<file path="config.mk">
export PLATFORM = sky130hd
export DESIGN_NAME = startup_option_and_lock_bits
export DESIGN_NICKNAME = d
export VERILOG_FILES = /design/src/logic/option_pkg.sv /design/src/logic/startup_option_and_lock_bits.sv
export VERILOG_INCLUDE_DIRS = /design/src /design/src/logic
export SDC_FILE = /design/constraint.sdc
export NUM_CORES = 1
export LEC_CHECK = 0
export BUFFER_PORTS_ARGS = -buffer_cell sky130_fd_sc_hd__buf_2
export CORE_MARGIN = 1
export CORE_UTILIZATION = 44
export CTS_BUF_LIST = sky130_fd_sc_hd__clkbuf_4
export CTS_CLUSTER_DIAMETER = 50
export DETAILED_ROUTE_END_ITERATION = 16
export PLACE_DENSITY_LB_ADDON = 0.08
export SLEW_MARGIN = 0
export SYNTH_ARGS = -nofsm -noshare
export SYNTH_HDL_FRONTEND = slang
export SYNTH_SLANG_ARGS = --single-unit
</file>
<file path="constraint.sdc">
create_clock -name clk_in -period 1.5 [get_ports clk_in]
set_clock_uncertainty 0.05 [all_clocks]
set_input_delay 0 -clock clk_in [delete_from_list [all_inputs] [get_ports clk_in]]
set_output_delay 0 -clock clk_in [all_outputs]
set_load 0.05 [all_outputs]
</file>
<file path="src/logic/option_defs.svh">
/*
 * constants of the startup option and lock bits block: field positions,
 * erased values, read addresses and clock source codes.
 * assumes it is included by bare name wherever these macros are used.
 */
// What this block does
// - option bytes latched at start, software cannot change
// - cpu reads both bytes by data-space reads
// - byte0 bit6 set frees reset pin
// - byte0 bit5 picks port reset level
// - byte0 bit4 picks brownout threshold 3.8V/2.5V
// - byte0 bit2 enables input clock filter
// - byte0 bits1:0 pick cpu clock source
// - byte1 bit5 picks rc 10MHz/20MHz, default 20MHz
// - code lock zero blocks code and options
// - data lock zero blocks data and options
// - both locks one allow everything
// - code lock only: data open, bank erase ignored
// - both locks zero block all reads
// - programming mode floats all pwm pins
// - port reset level sets pwm start level
`ifndef OPTION_DEFS_SVH
`define OPTION_DEFS_SVH

// ****************************************
// field positions of option byte zero
// ****************************************
`define OPT0_RESET_PIN_BIT 6
`define OPT0_PORT_LEVEL_BIT 5
`define OPT0_BROWNOUT_BIT 4
`define OPT0_FILTER_BIT 2
`define OPT0_OSC_HI_BIT 1
`define OPT0_OSC_LO_BIT 0

// ****************************************
// field positions of option byte one
// ****************************************
`define OPT1_CODE_LOCK_BIT 7
`define OPT1_DATA_LOCK_BIT 6
`define OPT1_RC_FREQ_BIT 5

// ****************************************
// erased values and read addresses
// ****************************************
`define OPT_ERASED_VALUE 8'hFF
`define OPT0_XDATA_ADDR 16'hFFF0
`define OPT1_XDATA_ADDR 16'hFFF1
`define OPT_ZERO_BYTE 8'h00

// ****************************************
// clock source codes
// ****************************************
`define OSC_CRYSTAL 2'h0
`define OSC_INTERNAL_RC 2'h1
`define OSC_RESERVED 2'h2
`define OSC_EXT_CLOCK_PIN 2'h3

`endif

</file>
<file path="src/logic/option_pkg.sv">
/*
 * types of the startup option and lock bits block.
 * assumes option_defs.svh holds the numeric constants.
 */
package option_pkg;

    // programmer request codes
    typedef enum logic [2:0] {
        OP_READ_CODE,
        OP_PROG_CODE,
        OP_READ_DATA,
        OP_PROG_DATA,
        OP_BANK_ERASE,
        OP_READ_OPTION,
        OP_PROG_OPTION,
        OP_NONE
    } prog_op_e;

    // start-up sequence
    typedef enum logic [0:0] {
        ST_LOAD,
        ST_RUN
    } boot_state_e;

endpackage

</file>
<file path="src/logic/startup_option_and_lock_bits.sv">
/*
 * startup option and lock bits: latches the two stored option bytes once
 * after reset, decodes them into the chip's configuration levels, serves
 * cpu data-space reads of both bytes, gates every programmer request
 * against the lock bits and handles the pwm pins at start and in
 * programming mode.
 * assumes the flash array presents the stored option bytes steadily on
 * opt0_nv_in / opt1_nv_in, and that all inputs are synchronous to clk_in.
 */
`timescale 1ns/1ps
`default_nettype none
`include "option_defs.svh"

module startup_option_and_lock_bits (
    input wire logic clk_in, // 100 MHz clock
    input wire logic rstn_in, // async reset, active low
    input wire logic [7:0] opt0_nv_in, // stored option byte zero
    input wire logic [7:0] opt1_nv_in, // stored option byte one
    input wire logic xdata_rd_in, // cpu data-space read strobe
    input wire logic [15:0] xdata_addr_in, // cpu data-space address
    output logic [7:0] xdata_rd_data_out, // read data, next cycle
    output logic xdata_rd_hit_out, // read hit an option byte
    input wire logic prog_req_in, // programmer request strobe
    input wire logic [2:0] prog_op_in, // programmer request code
    input wire logic prog_opt_sel_in, // option byte select, 1 = byte one
    output logic prog_grant_out, // request allowed, one cycle
    output logic prog_deny_out, // request refused, one cycle
    output logic [7:0] prog_rd_data_out, // option byte on allowed read
    input wire logic in_circuit_programming_mode_in, // programming mode active
    input wire logic [3:0] pwm_level_in, // levels from pwm generator
    input wire logic pwm_run_in, // pwm generator running
    output logic [3:0] pwm_pin_out, // pwm pin levels
    output logic [3:0] pwm_pin_oe_out, // pwm pin drive enables
    output logic options_valid_out, // latched options valid
    output logic startup_option_byte_out_unused, // constant low
    output logic reset_pin_disable_out, // reset pin used as input
    output logic port_reset_level_high_out, // ports reset high
    output logic brownout_threshold_select_out, // 1 = 2.5V, 0 = 3.8V
    output logic clock_filter_enable_out, // input clock filter on
    output logic osc_source_sel_hi_out, // clock source code bit 1
    output logic osc_source_sel_lo_out, // clock source code bit 0
    output logic rc_freq_select_out, // 1 = 20MHz, 0 = 10MHz
    output logic code_area_lock_out, // 0 = code area locked
    output logic data_area_lock_out // 0 = data area locked
);

    // ****************************************
    // state of the block
    // ****************************************
    typedef struct packed {
        option_pkg::boot_state_e state;
        logic [7:0] opt0;
        logic [7:0] opt1;
        logic [7:0] xdata_data;
        logic xdata_hit;
        logic grant;
        logic deny;
        logic [7:0] prog_data;
        logic pwm_started;
    } option_state_s;

    option_state_s cur_ff;
    option_state_s nxt_ff;

    // ****************************************
    // permission decode
    // ****************************************

    // decides whether a request is allowed for a pair of lock bits
    function automatic logic allowed(
        input logic [2:0] op,
        input logic code_open,
        input logic data_open
    );
        logic ok;
        ok = 1'b0;
        if (code_open && data_open) begin
            ok = (op != option_pkg::OP_NONE);
        end else if (!code_open && data_open) begin
            ok = (op == option_pkg::OP_READ_DATA) || (op == option_pkg::OP_PROG_DATA);
        end else if (!code_open && !data_open) begin
            ok = (op == option_pkg::OP_BANK_ERASE);
        end else begin
            // unsupported combination: everything refused
            ok = 1'b0;
        end
        return ok;
    endfunction

    // live lock bits: a lock takes hold as soon as it is programmed
    logic code_open;
    logic data_open;
    logic req_ok;
    assign code_open = opt1_nv_in[`OPT1_CODE_LOCK_BIT];
    assign data_open = opt1_nv_in[`OPT1_DATA_LOCK_BIT];
    assign req_ok = allowed(prog_op_in, code_open, data_open);

    // ****************************************
    // next state
    // ****************************************

    // one-shot latch, reads, request gating, pwm start
    always_comb begin
        nxt_ff = cur_ff;
        nxt_ff.grant = 1'b0;
        nxt_ff.deny = 1'b0;
        nxt_ff.xdata_hit = 1'b0;

        // latch once after reset, never again
        unique case (cur_ff.state)
            option_pkg::ST_LOAD: begin
                nxt_ff.opt0 = opt0_nv_in;
                nxt_ff.opt1 = opt1_nv_in;
                nxt_ff.state = option_pkg::ST_RUN;
            end
            option_pkg::ST_RUN: begin
                nxt_ff.state = option_pkg::ST_RUN;
            end
        endcase

        // cpu data-space reads of the latched bytes
        if (xdata_rd_in && cur_ff.state == option_pkg::ST_RUN) begin
            if (xdata_addr_in == `OPT0_XDATA_ADDR) begin
                nxt_ff.xdata_data = cur_ff.opt0;
                nxt_ff.xdata_hit = 1'b1;
            end else if (xdata_addr_in == `OPT1_XDATA_ADDR) begin
                nxt_ff.xdata_data = cur_ff.opt1;
                nxt_ff.xdata_hit = 1'b1;
            end else begin
                nxt_ff.xdata_data = `OPT_ZERO_BYTE;
            end
        end

        // programmer requests checked against the lock bits
        if (prog_req_in) begin
            nxt_ff.grant = req_ok;
            nxt_ff.deny = !req_ok;
            if (req_ok && prog_op_in == option_pkg::OP_READ_OPTION) begin
                nxt_ff.prog_data = prog_opt_sel_in ? opt1_nv_in : opt0_nv_in;
            end else begin
                nxt_ff.prog_data = `OPT_ZERO_BYTE;
            end
        end

        // pwm pins hold the reset level until the generator first runs
        if (pwm_run_in && !in_circuit_programming_mode_in) begin
            nxt_ff.pwm_started = 1'b1;
        end
    end

    // ****************************************
    // state register
    // ****************************************

    // erased values until the first load
    always_ff @(posedge clk_in or negedge rstn_in) begin
        if (!rstn_in) begin
            cur_ff.state <= option_pkg::ST_LOAD;
            cur_ff.opt0 <= `OPT_ERASED_VALUE;
            cur_ff.opt1 <= `OPT_ERASED_VALUE;
            cur_ff.xdata_data <= `OPT_ZERO_BYTE;
            cur_ff.xdata_hit <= 1'b0;
            cur_ff.grant <= 1'b0;
            cur_ff.deny <= 1'b0;
            cur_ff.prog_data <= `OPT_ZERO_BYTE;
            cur_ff.pwm_started <= 1'b0;
        end else begin
            cur_ff <= nxt_ff;
        end
    end

    // ****************************************
    // outputs
    // ****************************************

    // read and request answers
    assign xdata_rd_data_out = cur_ff.xdata_data;
    assign xdata_rd_hit_out = cur_ff.xdata_hit;
    assign prog_grant_out = cur_ff.grant;
    assign prog_deny_out = cur_ff.deny;
    assign prog_rd_data_out = cur_ff.prog_data;
    assign options_valid_out = (cur_ff.state == option_pkg::ST_RUN);
    assign startup_option_byte_out_unused = 1'b0;

    // decoded configuration levels from the latched bytes
    assign reset_pin_disable_out = cur_ff.opt0[`OPT0_RESET_PIN_BIT];
    assign port_reset_level_high_out = cur_ff.opt0[`OPT0_PORT_LEVEL_BIT];
    assign brownout_threshold_select_out = cur_ff.opt0[`OPT0_BROWNOUT_BIT];
    assign clock_filter_enable_out = cur_ff.opt0[`OPT0_FILTER_BIT];
    assign osc_source_sel_hi_out = cur_ff.opt0[`OPT0_OSC_HI_BIT];
    assign osc_source_sel_lo_out = cur_ff.opt0[`OPT0_OSC_LO_BIT];
    assign rc_freq_select_out = cur_ff.opt1[`OPT1_RC_FREQ_BIT];
    assign code_area_lock_out = cur_ff.opt1[`OPT1_CODE_LOCK_BIT];
    assign data_area_lock_out = cur_ff.opt1[`OPT1_DATA_LOCK_BIT];

    // pwm pins: start level from the port level bit, float in programming
    assign pwm_pin_out = cur_ff.pwm_started ? pwm_level_in
        : {4{cur_ff.opt0[`OPT0_PORT_LEVEL_BIT]}};
    assign pwm_pin_oe_out = in_circuit_programming_mode_in ? 4'h0 : 4'hF;

endmodule // startup_option_and_lock_bits
`default_nettype wire

</file>
==> run metrics <==
FF/Latch Area 947 um2; Cell Rows 23; Routed WL 4460 um; first-pass GRT wire length 6630 um; Net count, final 308; Synth Register Bits 37; Final Cycle Share 100%; buffers added on ports 82; required time worst endpoint 1.70 ns; total CTS buffers 5; vias post-DR 1497; worst ir drop on vdd 630 uV; Max Freq 664 MHz; Lkg Pwr 1.33 nW; Slew headroom 56.6%; die footprint 0.00451 mm2; Die W 67.2 um; commonest non-fill, non-tap cells in the layout 82 x buf_2, 34 x dlygate4sd3_1, 20 x dfrtp_1; DP Wirelength 2950 um; CP Capture Type register; actual slew at the worst max-slew pin 0.651 ns; Skew-Pair Late Insertion Delay 0.34 ns; critical path arrival 1.71 ns; maximum fanout along the worst path 8; pwr/cell area 925 mW/mm2; syn avg cell area 11.9 um2; CTS tree yes; layout filler cell count 312; Util after Layout 66.9%; synthesis-to-layout area growth 44.2%; routed length per placed instance 14.2 um; ys flop type dfrtp_1; clk sinks 37; Place WS 0.167 ns; Inserted Diodes 0; GRT Util Overall 20.7%; max_cap viols 0; Final Hold Viols 0; Root Driver clkbuf_4; CP Class register to register; Initial Utilization 46.4%; DR iter-0 viols 13; H-tree Lvls 2; Antenna Nets Post-Route 0; RD Place Congestion 0.674; Final Max Slew Viols 0; Slowest cell on crit path or4_4; setup violators final 1; Final min period 1.51 ns; 1st-pass router iterations 4; Seq/Total Area, Yosys 50.6%; Post-synth EDFFs 0; grt total ovfl 0; Post-Syn Nets 203; initial antenna violation count 0; clock buffer depth 2; commonest non-fill, non-tap cell in the layout buf_2; final instance area 0.00270 mm2; share of layout cells above drive strength 1 54.0%; YS warnings 0; async set or reset register ratio after synthesis 100%; core area 0.00403 mm2; # DRC 0; die height 67.2 um; largest net degree at the start of global routing 31; area occupied by multi-input gates 733 um2; Min-Delay Path Class input port to register; vias in the first global route 1482; critical path launch point type register; critical path, cell by cell nand2_4 -> or4_4 -> o31ai_2; unrepaired setup endpoints after global routing true; failing checks negative setup slack; Cell Area, Synth 0.00187 mm2; synthesized instance count 157; Placed Area 0.00219 mm2; outcome finished, violations left; Distinct cells, synth 29; setup tns final -0.00538 ns; I/O pin total 84; Vias per Instance 4.78; CP max stage delay 0.66 ns; Clock Pin Slew Worst Setup and Hold Paths 0.11 ns; final worst slack -0.00538 ns
-- critical path, delay by kind of cell, from the launching register on --
family	cells	cell delay, ns
simple gates	2	0.74
flops	1	0.40
compound gates	1	0.22
-- final cells by class --
type | instances | share of cell area (%)
timing repair buffer | 124 | 30.3
clock inverter | 3 | 2.41
tap | 50 | 2.32
sequential | 37 | 35.1
multi-input combinational | 85 | 27.2
clock buffer | 5 | 1.39
inverter | 9 | 1.25
-- logic make-up (layout without fill, tap and decap cells) --
group	Yosys count	in the layout	synth area share, %
and+or+nand+nor	31	31	9.17
AOI/OAI and AO/OA	20	20	9.97
other	2	2	0.402
buffers and inverters	35	141	11.6
muxes	32	32	18.2
DFF	37	37	50.6
-- per-stage QoR --
stage / total power, mW / cells / hold slack [ns]
detailed placement: 1.59 / 267 / 0.0195
floorplan: 1.44 / 157 / -0.346
global route: 2.61 / 313 / 0.0218
CTS: 2.51 / 309 / 0.0644
finish: 2.49 / 313 / 0.0187
global placement: 1.58 / 267 / 0.00952
-- cell usage after synthesis, drive strengths merged, types with 2 or more instances --
cell	instances	area [um2]
a21boi	2	15.0
nor3	2	10.0
nand2	17	71.3
dfstp	16	420
nand3	2	10.0
clkbuf	4	15.0
conb	2	7.51
o31ai	8	109
dfrtp	21	526
o22ai	8	50.1
inv	9	33.8
mux2i	16	160
mux2	16	180
buf	22	169
-- where the power goes --
part,leakage [nW],internal (mW),switching (mW),total [mW]
registers,0.451,1.08,0.0322,1.11
clock network,0.0552,0.516,0.331,0.847
logic,0.820,0.214,0.319,0.533
-- metal layers --
layer	track usage, %	up-vias	routed length, um
li1	-	738	-
met1	23.5	693	1940
met2	36.6	60	2170
met3	6.08	6	283
met4	7.45	0	55
met5	0	-	0
-- worst paths after layout --
| kind | start | end | slack (ns) | depth (start not counted) |
|---|---|---|---|---|
| max | options_valid_out | xdata_rd_data_out[3] | -0.005 | 3 |
| min | prog_op_in[1] | prog_deny_out | 0.02 | 3 |
| max reg2reg | options_valid_out | xdata_rd_data_out[3] | -0.005 | 3 |
| min reg2reg | xdata_rd_data_out[7] | xdata_rd_data_out[7] | 0.45 | 2 |
| max in group asynchronous | rstn_in | xdata_rd_data_out[2] | 0.68 | 3 |
| min in group asynchronous | rstn_in | options_valid_out | 0.17 | 2 |
-- timing repair --
| item | CTS | global route |
|---|---|---|
| resized for setup | 0 | 6 |
| endpoints found under the setup margin | 0 | 12 |
| setup buffers | 0 | 3 |
| hold endpoints to repair | 48 | 1 |
| hold buffers | 34 | 2 |
Power figures use the tool's default switching activity.
